File: src/ssm_pkg.sv
package ssm_pkg;

   // Opcodes handled by this datapath
   localparam logic [7:0] OP_ASHR_R  = 8'hD0;
   localparam logic [7:0] OP_ASHR_IR = 8'hD1;
   localparam logic [7:0] OP_STOP    = 8'h7F;
   localparam logic [7:0] OP_SUB_WW  = 8'h22;
   localparam logic [7:0] OP_SUB_WI  = 8'h23;
   localparam logic [7:0] OP_SUB_RR  = 8'h24;
   localparam logic [7:0] OP_SUB_RI  = 8'h25;
   localparam logic [7:0] OP_SUB_IM  = 8'h26;
   localparam logic [7:0] OP_TIM_WW  = 8'h62;
   localparam logic [7:0] OP_TIM_WI  = 8'h63;
   localparam logic [7:0] OP_TIM_RR  = 8'h64;
   localparam logic [7:0] OP_TIM_RI  = 8'h65;
   localparam logic [7:0] OP_TIM_IM  = 8'h66;

   // Cycle counts and byte lengths
   localparam logic [2:0] CYC_SHORT  = 3'h4;
   localparam logic [2:0] CYC_LONG   = 3'h6;
   localparam logic [1:0] LEN_ONE    = 2'h1;
   localparam logic [1:0] LEN_TWO    = 2'h2;
   localparam logic [1:0] LEN_THREE  = 2'h3;

   // APB register byte offsets
   localparam int         ADDR_W     = 8;
   localparam logic [7:0] REG_CTRL   = 8'h00;
   localparam logic [7:0] REG_STATUS = 8'h04;
   localparam logic [7:0] REG_FLAGS  = 8'h08;
   localparam logic [7:0] REG_RESULT = 8'h0C;
   localparam logic [7:0] REG_COUNT  = 8'h10;

   // Field positions and reset values
   localparam int         CTRL_WAKE_BIT = 0;
   localparam int         STAT_STOP_BIT = 0;
   localparam int         STAT_BUSY_BIT = 1;
   localparam int         STAT_ILL_BIT  = 2;
   localparam logic       CTRL_WAKE_RST = 1'b1;
   localparam logic [5:0] FLAGS_RST     = 6'h00;
   localparam logic [2:0] CNT_DONE      = 3'h1;

   typedef enum logic [1:0] {
      ALU_ASHR = 2'h0,
      ALU_SUB  = 2'h1,
      ALU_TIM  = 2'h2,
      ALU_NONE = 2'h3
   } ssm_aluop_t;

   // Gray path: idle -> exec -> stop
   typedef enum logic [1:0] {
      ST_IDLE = 2'b00,
      ST_EXEC = 2'b01,
      ST_STOP = 2'b11
   } ssm_state_t;

   typedef struct packed {
      logic c;
      logic z;
      logic s;
      logic v;
      logic d;
      logic h;
   } ssm_flags_t;

   typedef struct packed {
      logic [7:0] opcode;
      logic [7:0] dst;
      logic [7:0] src;
   } ssm_inst_t;

   typedef struct packed {
      logic       wrDst;
      logic [7:0] data;
      logic [1:0] len;
   } ssm_wb_t;

   typedef struct packed {
      logic       known;
      ssm_aluop_t op;
      logic       halt;
      logic [2:0] cycles;
      logic [1:0] len;
   } ssm_dec_t;

endpackage

File: src/ssm_alu.sv
// Function
// - Shift right arithmetic: bits move down, bit 7 kept, bit 0 to carry.
// - Shift flags: C shifted bit, Z, S, V cleared, D and H kept.
// - Shift opcodes D0 register, D1 indirect; 2 bytes, 4 cycles.
// - Halt 7F, 1 byte, 4 cycles: clocks stop, stop mode, flags kept.
// - Stop mode retains CPU, peripheral and port register contents.
// - Stop mode ends only on reset or external interrupt.
// - Subtract stores dst minus src via two's complement add.
// - Subtract flags: C borrow, Z, S, V on signed overflow.
// - Subtract sets D to 1; H set on low-nibble borrow.
// - Subtract opcodes 22..26 with given lengths and cycle counts.
// - Mask test computes NOT dst AND src, writes no operand.
// - Mask test flags: Z, S from bit 7, V cleared, C D H kept.
// - Mask test opcodes 62..66 with given lengths and cycles.
//
// The implementer's own choices: the APB register port and the placing of the registers.
`timescale 1ns/1ns
module ssm_alu
   import ssm_pkg::*;
(
   input  wire logic                 clk,
   input  wire logic                 sys_rst,
   input  wire logic                 psel,
   input  wire logic                 penable,
   input  wire logic                 pwrite,
   input  wire logic [ADDR_W-1:0]    paddr,
   input  wire logic [31:0]          pwdata,
   output logic [31:0]               prdata,
   output logic                      pready,
   output logic                      pslverr,
   input  wire logic                 instValid,
   input  ssm_pkg::ssm_inst_t        inst,
   output logic                      instReady,
   input  wire logic                 extIrq,
   output logic                      wbValid,
   output ssm_pkg::ssm_wb_t          wb,
   output ssm_pkg::ssm_flags_t       flags,
   output logic                      stopMode,
   output logic                      cpuClkEn,
   output logic                      sysClkEn
);
   import ssm_pkg::*;

   ssm_state_t stateR;
   ssm_dec_t   dec;
   ssm_aluop_t opR;
   ssm_flags_t flagsR;
   ssm_flags_t coreFlags;
   ssm_wb_t    wbR;
   logic [7:0]  dstR;
   logic [7:0]  srcR;
   logic [7:0]  coreRes;
   logic        coreWr;
   logic [2:0]  cntR;
   logic        haltR;
   logic [1:0]  lenR;
   logic        wbValidR;
   logic        wakeEnR;
   logic        illegalR;
   logic [7:0]  lastResR;
   logic [31:0] instCntR;
   logic [31:0] prdataR;
   logic        pslverrR;
   logic        accept;
   logic        finish;
   logic        wake;
   logic        apbWr;
   logic        apbSetup;
   logic        mapped;

   // Opcode decode: operation, halt, cycle count and byte length
   always_comb begin
      dec = '{known: 1'b1, op: ALU_NONE, halt: 1'b0,
              cycles: CYC_LONG, len: LEN_THREE};
      case (inst.opcode)
         OP_ASHR_R, OP_ASHR_IR: begin
            dec.op     = ALU_ASHR;
            dec.cycles = CYC_SHORT;
            dec.len    = LEN_TWO;
         end
         OP_STOP: begin
            dec.halt   = 1'b1;
            dec.cycles = CYC_SHORT;
            dec.len    = LEN_ONE;
         end
         OP_SUB_WW: begin
            dec.op     = ALU_SUB;
            dec.cycles = CYC_SHORT;
            dec.len    = LEN_TWO;
         end
         OP_SUB_WI: begin
            dec.op     = ALU_SUB;
            dec.len    = LEN_TWO;
         end
         OP_SUB_RR, OP_SUB_RI, OP_SUB_IM: begin
            dec.op     = ALU_SUB;
         end
         OP_TIM_WW: begin
            dec.op     = ALU_TIM;
            dec.cycles = CYC_SHORT;
            dec.len    = LEN_TWO;
         end
         OP_TIM_WI: begin
            dec.op     = ALU_TIM;
            dec.len    = LEN_TWO;
         end
         OP_TIM_RR, OP_TIM_RI, OP_TIM_IM: begin
            dec.op     = ALU_TIM;
         end
         default: begin
            dec.known  = 1'b0;
         end
      endcase
   end

   // Handshake terms
   assign instReady = (stateR == ST_IDLE);
   assign accept    = instValid && instReady && dec.known;
   assign finish    = (stateR == ST_EXEC) && (cntR == CNT_DONE);
   assign wake      = extIrq && wakeEnR;
   assign apbWr     = psel && penable && pwrite;
   assign apbSetup  = psel && !penable;

   // Sequencer; stop mode leaves only on interrupt or sync reset
   always_ff @(posedge clk) begin
      if (sys_rst) begin
         stateR <= ST_IDLE;
      end else begin
         case (stateR)
            ST_IDLE: begin
               if (accept) begin
                  stateR <= ST_EXEC;
               end
            end
            ST_EXEC: begin
               if (finish) begin
                  stateR <= haltR ? ST_STOP : ST_IDLE;
               end
            end
            ST_STOP: begin
               if (wake) begin
                  stateR <= ST_IDLE;
               end
            end
            default: begin
               stateR <= ST_IDLE;
            end
         endcase
      end
   end

   // Operand latch and cycle counter; latched values hold through stop
   always_ff @(posedge clk) begin
      if (sys_rst) begin
         opR   <= ALU_NONE;
         dstR  <= 8'h00;
         srcR  <= 8'h00;
         cntR  <= 3'h0;
         haltR <= 1'b0;
         lenR  <= 2'h0;
      end else if (accept) begin
         opR   <= dec.op;
         dstR  <= inst.dst;
         srcR  <= inst.src;
         cntR  <= dec.cycles - 3'h1;
         haltR <= dec.halt;
         lenR  <= dec.len;
      end else if (stateR == ST_EXEC && !finish) begin
         cntR  <= cntR - 3'h1;
      end
   end

   ssm_alu_core u_core (
      .op       (opR),
      .dst      (dstR),
      .src      (srcR),
      .flagsIn  (flagsR),
      .res      (coreRes),
      .wrDst    (coreWr),
      .flagsOut (coreFlags)
   );

   // Flag register; non-halt completion beats a same-cycle software write
   always_ff @(posedge clk) begin
      if (sys_rst) begin
         flagsR <= FLAGS_RST;
      end else if (finish && !haltR) begin
         flagsR <= coreFlags;
      end else if (apbWr && paddr == REG_FLAGS) begin
         flagsR <= pwdata[5:0];
      end
   end

   // Write-back to register file, same edge as flags
   always_ff @(posedge clk) begin
      if (sys_rst) begin
         wbR      <= '0;
         wbValidR <= 1'b0;
         lastResR <= 8'h00;
      end else begin
         wbValidR <= finish;
         if (finish) begin
            wbR.wrDst <= coreWr && !haltR;
            wbR.data  <= coreRes;
            wbR.len   <= lenR;
            lastResR  <= coreRes;
         end
      end
   end

   // Control and status state; illegal flag set wins over clear
   always_ff @(posedge clk) begin
      if (sys_rst) begin
         wakeEnR  <= CTRL_WAKE_RST;
         illegalR <= 1'b0;
      end else begin
         if (apbWr && paddr == REG_CTRL) begin
            wakeEnR <= pwdata[CTRL_WAKE_BIT];
         end
         if (instValid && instReady && !dec.known) begin
            illegalR <= 1'b1;
         end else if (apbWr && paddr == REG_STATUS &&
                      pwdata[STAT_ILL_BIT]) begin
            illegalR <= 1'b0;
         end
      end
   end

   // Completed-instruction counter, wraps
   always_ff @(posedge clk) begin
      if (sys_rst) begin
         instCntR <= 32'h0000_0000;
      end else if (finish) begin
         instCntR <= instCntR + 32'h0000_0001;
      end
   end

   // Address decode for mapped words
   always_comb begin
      case (paddr)
         REG_CTRL, REG_STATUS, REG_FLAGS, REG_RESULT, REG_COUNT: begin
            mapped = 1'b1;
         end
         default: begin
            mapped = 1'b0;
         end
      endcase
   end

   // Read data captured in setup so the access phase needs no wait
   always_ff @(posedge clk) begin
      if (sys_rst) begin
         prdataR  <= 32'h0000_0000;
         pslverrR <= 1'b0;
      end else if (apbSetup) begin
         pslverrR <= !mapped;
         prdataR  <= 32'h0000_0000;
         case (paddr)
            REG_CTRL: begin
               prdataR[CTRL_WAKE_BIT] <= wakeEnR;
            end
            REG_STATUS: begin
               prdataR[STAT_STOP_BIT] <= (stateR == ST_STOP);
               prdataR[STAT_BUSY_BIT] <= (stateR == ST_EXEC);
               prdataR[STAT_ILL_BIT]  <= illegalR;
            end
            REG_FLAGS: begin
               prdataR[5:0] <= flagsR;
            end
            REG_RESULT: begin
               prdataR[7:0] <= lastResR;
            end
            REG_COUNT: begin
               prdataR <= instCntR;
            end
            default: begin
               prdataR <= 32'h0000_0000;
            end
         endcase
      end
   end

   // Outputs; clock enables drop for the whole stop period
   assign prdata   = prdataR;
   assign pslverr  = pslverrR && psel && penable;
   assign pready   = 1'b1;
   assign wb       = wbR;
   assign wbValid  = wbValidR;
   assign flags    = flagsR;
   assign stopMode = (stateR == ST_STOP);
   assign cpuClkEn = (stateR != ST_STOP);
   assign sysClkEn = (stateR != ST_STOP);

endmodule // ssm_alu

File: src/ssm_alu_core.sv
`timescale 1ns/1ns
module ssm_alu_core
   import ssm_pkg::*;
(
   input  ssm_pkg::ssm_aluop_t op,
   input  wire logic [7:0]     dst,
   input  wire logic [7:0]     src,
   input  ssm_pkg::ssm_flags_t flagsIn,
   output logic [7:0]          res,
   output logic                wrDst,
   output ssm_pkg::ssm_flags_t flagsOut
);

   import ssm_pkg::*;

   logic [8:0] sum;
   logic [4:0] lowSum;

   // Subtract as dst plus two's complement of src
   assign sum    = {1'b0, dst} + {1'b0, ~src} + 9'h001;
   assign lowSum = {1'b0, dst[3:0]} + {1'b0, ~src[3:0]} + 5'h01;

   // Result, write enable and flag effects per operation
   always_comb begin
      res      = dst;
      wrDst    = 1'b0;
      flagsOut = flagsIn;
      case (op)
         ALU_ASHR: begin
            res        = {dst[7], dst[7:1]};
            wrDst      = 1'b1;
            flagsOut.c = dst[0];
            flagsOut.z = ({dst[7], dst[7:1]} == 8'h00);
            flagsOut.s = dst[7];
            flagsOut.v = 1'b0;
         end
         ALU_SUB: begin
            res        = sum[7:0];
            wrDst      = 1'b1;
            flagsOut.c = ~sum[8];
            flagsOut.z = (sum[7:0] == 8'h00);
            flagsOut.s = sum[7];
            flagsOut.v = (dst[7] != src[7]) && (sum[7] == src[7]);
            flagsOut.d = 1'b1;
            flagsOut.h = ~lowSum[4];
         end
         ALU_TIM: begin
            // Flags only, operands untouched
            res        = ~dst & src;
            flagsOut.z = ((~dst & src) == 8'h00);
            flagsOut.s = ~dst[7] & src[7];
            flagsOut.v = 1'b0;
         end
         default: begin
            res = dst;
         end
      endcase
   end

endmodule // ssm_alu_core

File: config.mk
export PLATFORM = sky130hd
export DESIGN_NAME = ssm_alu
export DESIGN_NICKNAME = d
export VERILOG_FILES = /design/src/ssm_pkg.sv /design/src/ssm_alu.sv /design/src/ssm_alu_core.sv
export SDC_FILE = /design/constraint.sdc
export NUM_CORES = 1
export LEC_CHECK = 0
export BUFFER_PORTS_ARGS = -buffer_cell sky130_fd_sc_hd__buf_2
export CORE_MARGIN = 8
export CORE_UTILIZATION = 45
export CTS_CLUSTER_SIZE = 24
export DETAILED_ROUTE_END_ITERATION = 8
export GPL_TIMING_DRIVEN = 0
export HOLD_SLACK_MARGIN = 0.06
export PLACE_DENSITY = 0.71
export SETUP_SLACK_MARGIN = 0.02
export SLEW_MARGIN = 20
export SYNTH_ARGS = -nofsm -noshare
export SYNTH_HDL_FRONTEND = slang
export SYNTH_SLANG_ARGS = --single-unit
File: constraint.sdc
create_clock -name clk -period 2.6 [get_ports clk]
set_clock_uncertainty 0.05 [all_clocks]
set_input_delay 0.26 -clock clk [delete_from_list [all_inputs] [get_ports clk]]
set_output_delay 0.26 -clock clk [all_outputs]
set_load 0.01 [all_outputs]
==> metrics.txt <==
status=complete, no violations; largest net degree at the start of global routing=18; Iter 0 DRT Violations=333; ANT cells=0; Layout area overhead=18.0%; Post-synth EDFFs=0; post-route setup TNS=0 ns; area of the multi-input gates=3230 sq um; Fillers=1253; register area share after synthesis=38.9%; Synth Cell Area=5710 sq um; fin nets=926; Setup-failing EPs final=0; port bufs=95; Root Driver=clkbuf_16; Synth Area in Simple Gates=26.2%; Synth Area in Adders=5.39%; initial antenna violation count=0; Clock Pin Slew Worst Setup and Hold Paths=0.07 ns; cts hold-fix bufs=0; Crit path required time=2.82 ns; Yosys reg bits=111; CP Capture Type=flop; Synth Area per Inst=7.88 sq um; post-synthesis mux area share=1.67%; XOR/XNOR share of the synthesized area=5.22%; CTS tree=built; WP buf/inv=1; number of iterations in the first detailed-routing pass=5; CTS Sinks=111; Hold Slack=0.0795 ns; min cycle time layout=2.48 ns; drc violations=0; maximum clock path buffer count=2; gr ovfl total=0; Power Density=489 nW/um^2; Hold Violations, Final=0; CP max stage delay=0.48 ns; dpl hpwl=12.4 mm; CP Class=flop to flop; H-tree Lvls=3; Max stage delay cell, worst path=or4_4; IO Count=127; FFs w/ async S/R, synth=0%; Die H=129 um; post-layout instance area=6740 sq um; Die ar.=16500 sq um; non-filler instance count after layout=1007; Slew Limit Fails=0; cell family with most CP delay=compound AO/OA/AOI/OAI gates; vias after detailed routing=5518; Starting Density=45.6%; total power=3.29 mW; Max-Cap Viols=0; Max Freq=0.404 GHz; Die Width=129 um; routed wire length=16.1 mm; routed length per instance=16.0 um; critical path data arrival time=2.70 ns; Antenna Violating Nets Remaining=0; most common cell after layout, fill and taps aside=nand2_1; placed insts=991; most frequent cells in the layout=nand2_1 (117), dfxtp_1 (109), buf_2 (98); core area=12500 sq um; Clk Latency, worst-skew pair=0.36 ns; Yosys cell types=67; Synth Instances=724; placed cell area=6400 sq um; largest family of logic cells by synthesized area=simple AND/OR/NAND/NOR gates; dominant synthesized flop cell=dfxtp_1; number of global-route vias before repair=5182; GP Congestion=0.948; CP Cell Sequence=inv_1 > ha_4 > and2_4 > a221o_1 > a211oi_2 > xnor2_1 > or4_4 > a221oi_2; syn_nets=819; Synthesis Warnings=0; Synth Area in Compound Gates=17.2%; Static Leak=2.51 nW; CP Launch Type=flop; num rows=41; first-pass GRT wire length=26.0 mm; share of post-route cells with drive strength above 1=16.8%; DR vias/cell=5.48; sequential cell area=2230 sq um; HP Class=primary input to flop; peak supply drop=0.287 mV; Least-Margin Pin Slew=0.796 ns; Tcrit/Tclk final=95.3%; Total GRT Usage=19.7%; TritonCTS Buffers=9; RSZ-0062 raised after global routing=yes; crit-path max FO=8; Worst slew margin=46.8%
[tightest hold or removal path, cell delays in order]
cell and delay (ns):
buf_2 0.09, nand2_1 0.05, a21oi_1 0.05
[cells in the mapped netlist, types with 3 or more instances]
cell	number	share of area (%)
mux2i_1	5	0.88
and4_1	3	0.46
o21ai_0	20	1.8
a31oi_1	4	0.44
nor3_1	22	1.9
nand3_1	42	3.7
a211o_1	3	0.46
or3_1	11	1.2
a2111oi_0	3	0.46
nand4_1	7	0.77
a21o_1	4	0.53
a221o_1	3	0.53
ha_1	23	5.0
nand2_1	117	7.7
a22oi_1	4	0.53
nor2_1	67	4.4
dfxtp_1	111	39
buf_2	3	0.26
xor2_1	16	2.5
and3_1	7	0.77
nand3b_1	4	0.53
a211oi_1	5	0.66
xnor2_1	18	2.8
nand2b_1	6	0.66
clkbuf_1	38	2.5
o31ai_1	3	0.39
inv_1	35	2.3
nor4_1	6	0.66
a32oi_1	4	0.61
a221oi_1	9	1.4
nor2b_1	7	0.77
a21oi_1	70	6.1
[repair_timing]
action	4_1_cts	5_1_grt
resized for setup	4	12
buffers inserted	1	0
pin swaps	1	1
endpoints found under the hold margin	0	0
endpoints found under the setup margin	5	13
[layer usage]
| metal | share of wire (%) | routed length [um] | GRT usage, % | vias up |
|---|---|---|---|---|
| li1 | - | - | - | 2733 |
| met5 | 0 | 0 | 0 | - |
| met1 | 45 | 7190 | 24.5 | 2586 |
| met4 | 2.0 | 325 | 8.64 | 0 |
| met2 | 47 | 7510 | 32.3 | 176 |
| met3 | 6.9 | 1110 | 4.22 | 23 |
[flip-flops by register name (all words and copies together), names as in the netlist, 2 cells and up]
| register | count |
|---|---|
| lastResR | 8 |
| stateR | 2 |
| dstR | 8 |
| srcR | 8 |
| prdata | 32 |
| instCntR | 32 |
| wb | 3 |
| opR | 2 |
| flags | 6 |
| lenR | 2 |
| cntR | 3 |
[power breakdown]
part | internal (mW) | switching [mW]
Combinational | 0.0976 | 0.164
Clock | 0.675 | 0.632
Sequential | 1.71 | 0.0110
[final timing paths]
kind,startpoint,to,slack (ns),depth (start not counted)
setup / recovery,dstR[5],flags[2],0.12,8
hold / removal,inst[13],dstR[5],0.08,3
setup reg to reg,dstR[5],flags[2],0.12,8
hold reg to reg,prdata[30],prdata[30],0.40,2
[layout make-up]
class | instances | area share, %
plain buffers | 43 | 2.58
clock buffers | 11 | 3.60
clock inverters | 4 | 0.446
inverters | 35 | 1.95
multi-input cells | 535 | 48.0
flip-flops and latches | 111 | 33.1
well taps | 172 | 3.19
repair buffers | 96 | 7.17
[cell families (layout without fill, tap and decap cells)]
family | count (synthesis) | after routing
other | 1 | 1
and+or+nand+nor | 316 | 316
muxes | 8 | 8
DFF | 111 | 111
buffers and inverters | 78 | 189
adders and majority gates | 24 | 24
xor gates and xnor gates | 34 | 34
AOI/OAI and AO/OA | 152 | 152
[per-stage QoR]
step / util, % / setup slack (ns)
after floorplan: - / 0.136
after global placement: 51.1 / -0.0867
after detailed placement: 51.1 / -0.0970
after CTS: 53.4 / 0.0282
after global routing: 53.8 / 0.0149
final: 53.8 / 0.122
Power figures use the tool's default switching activity.
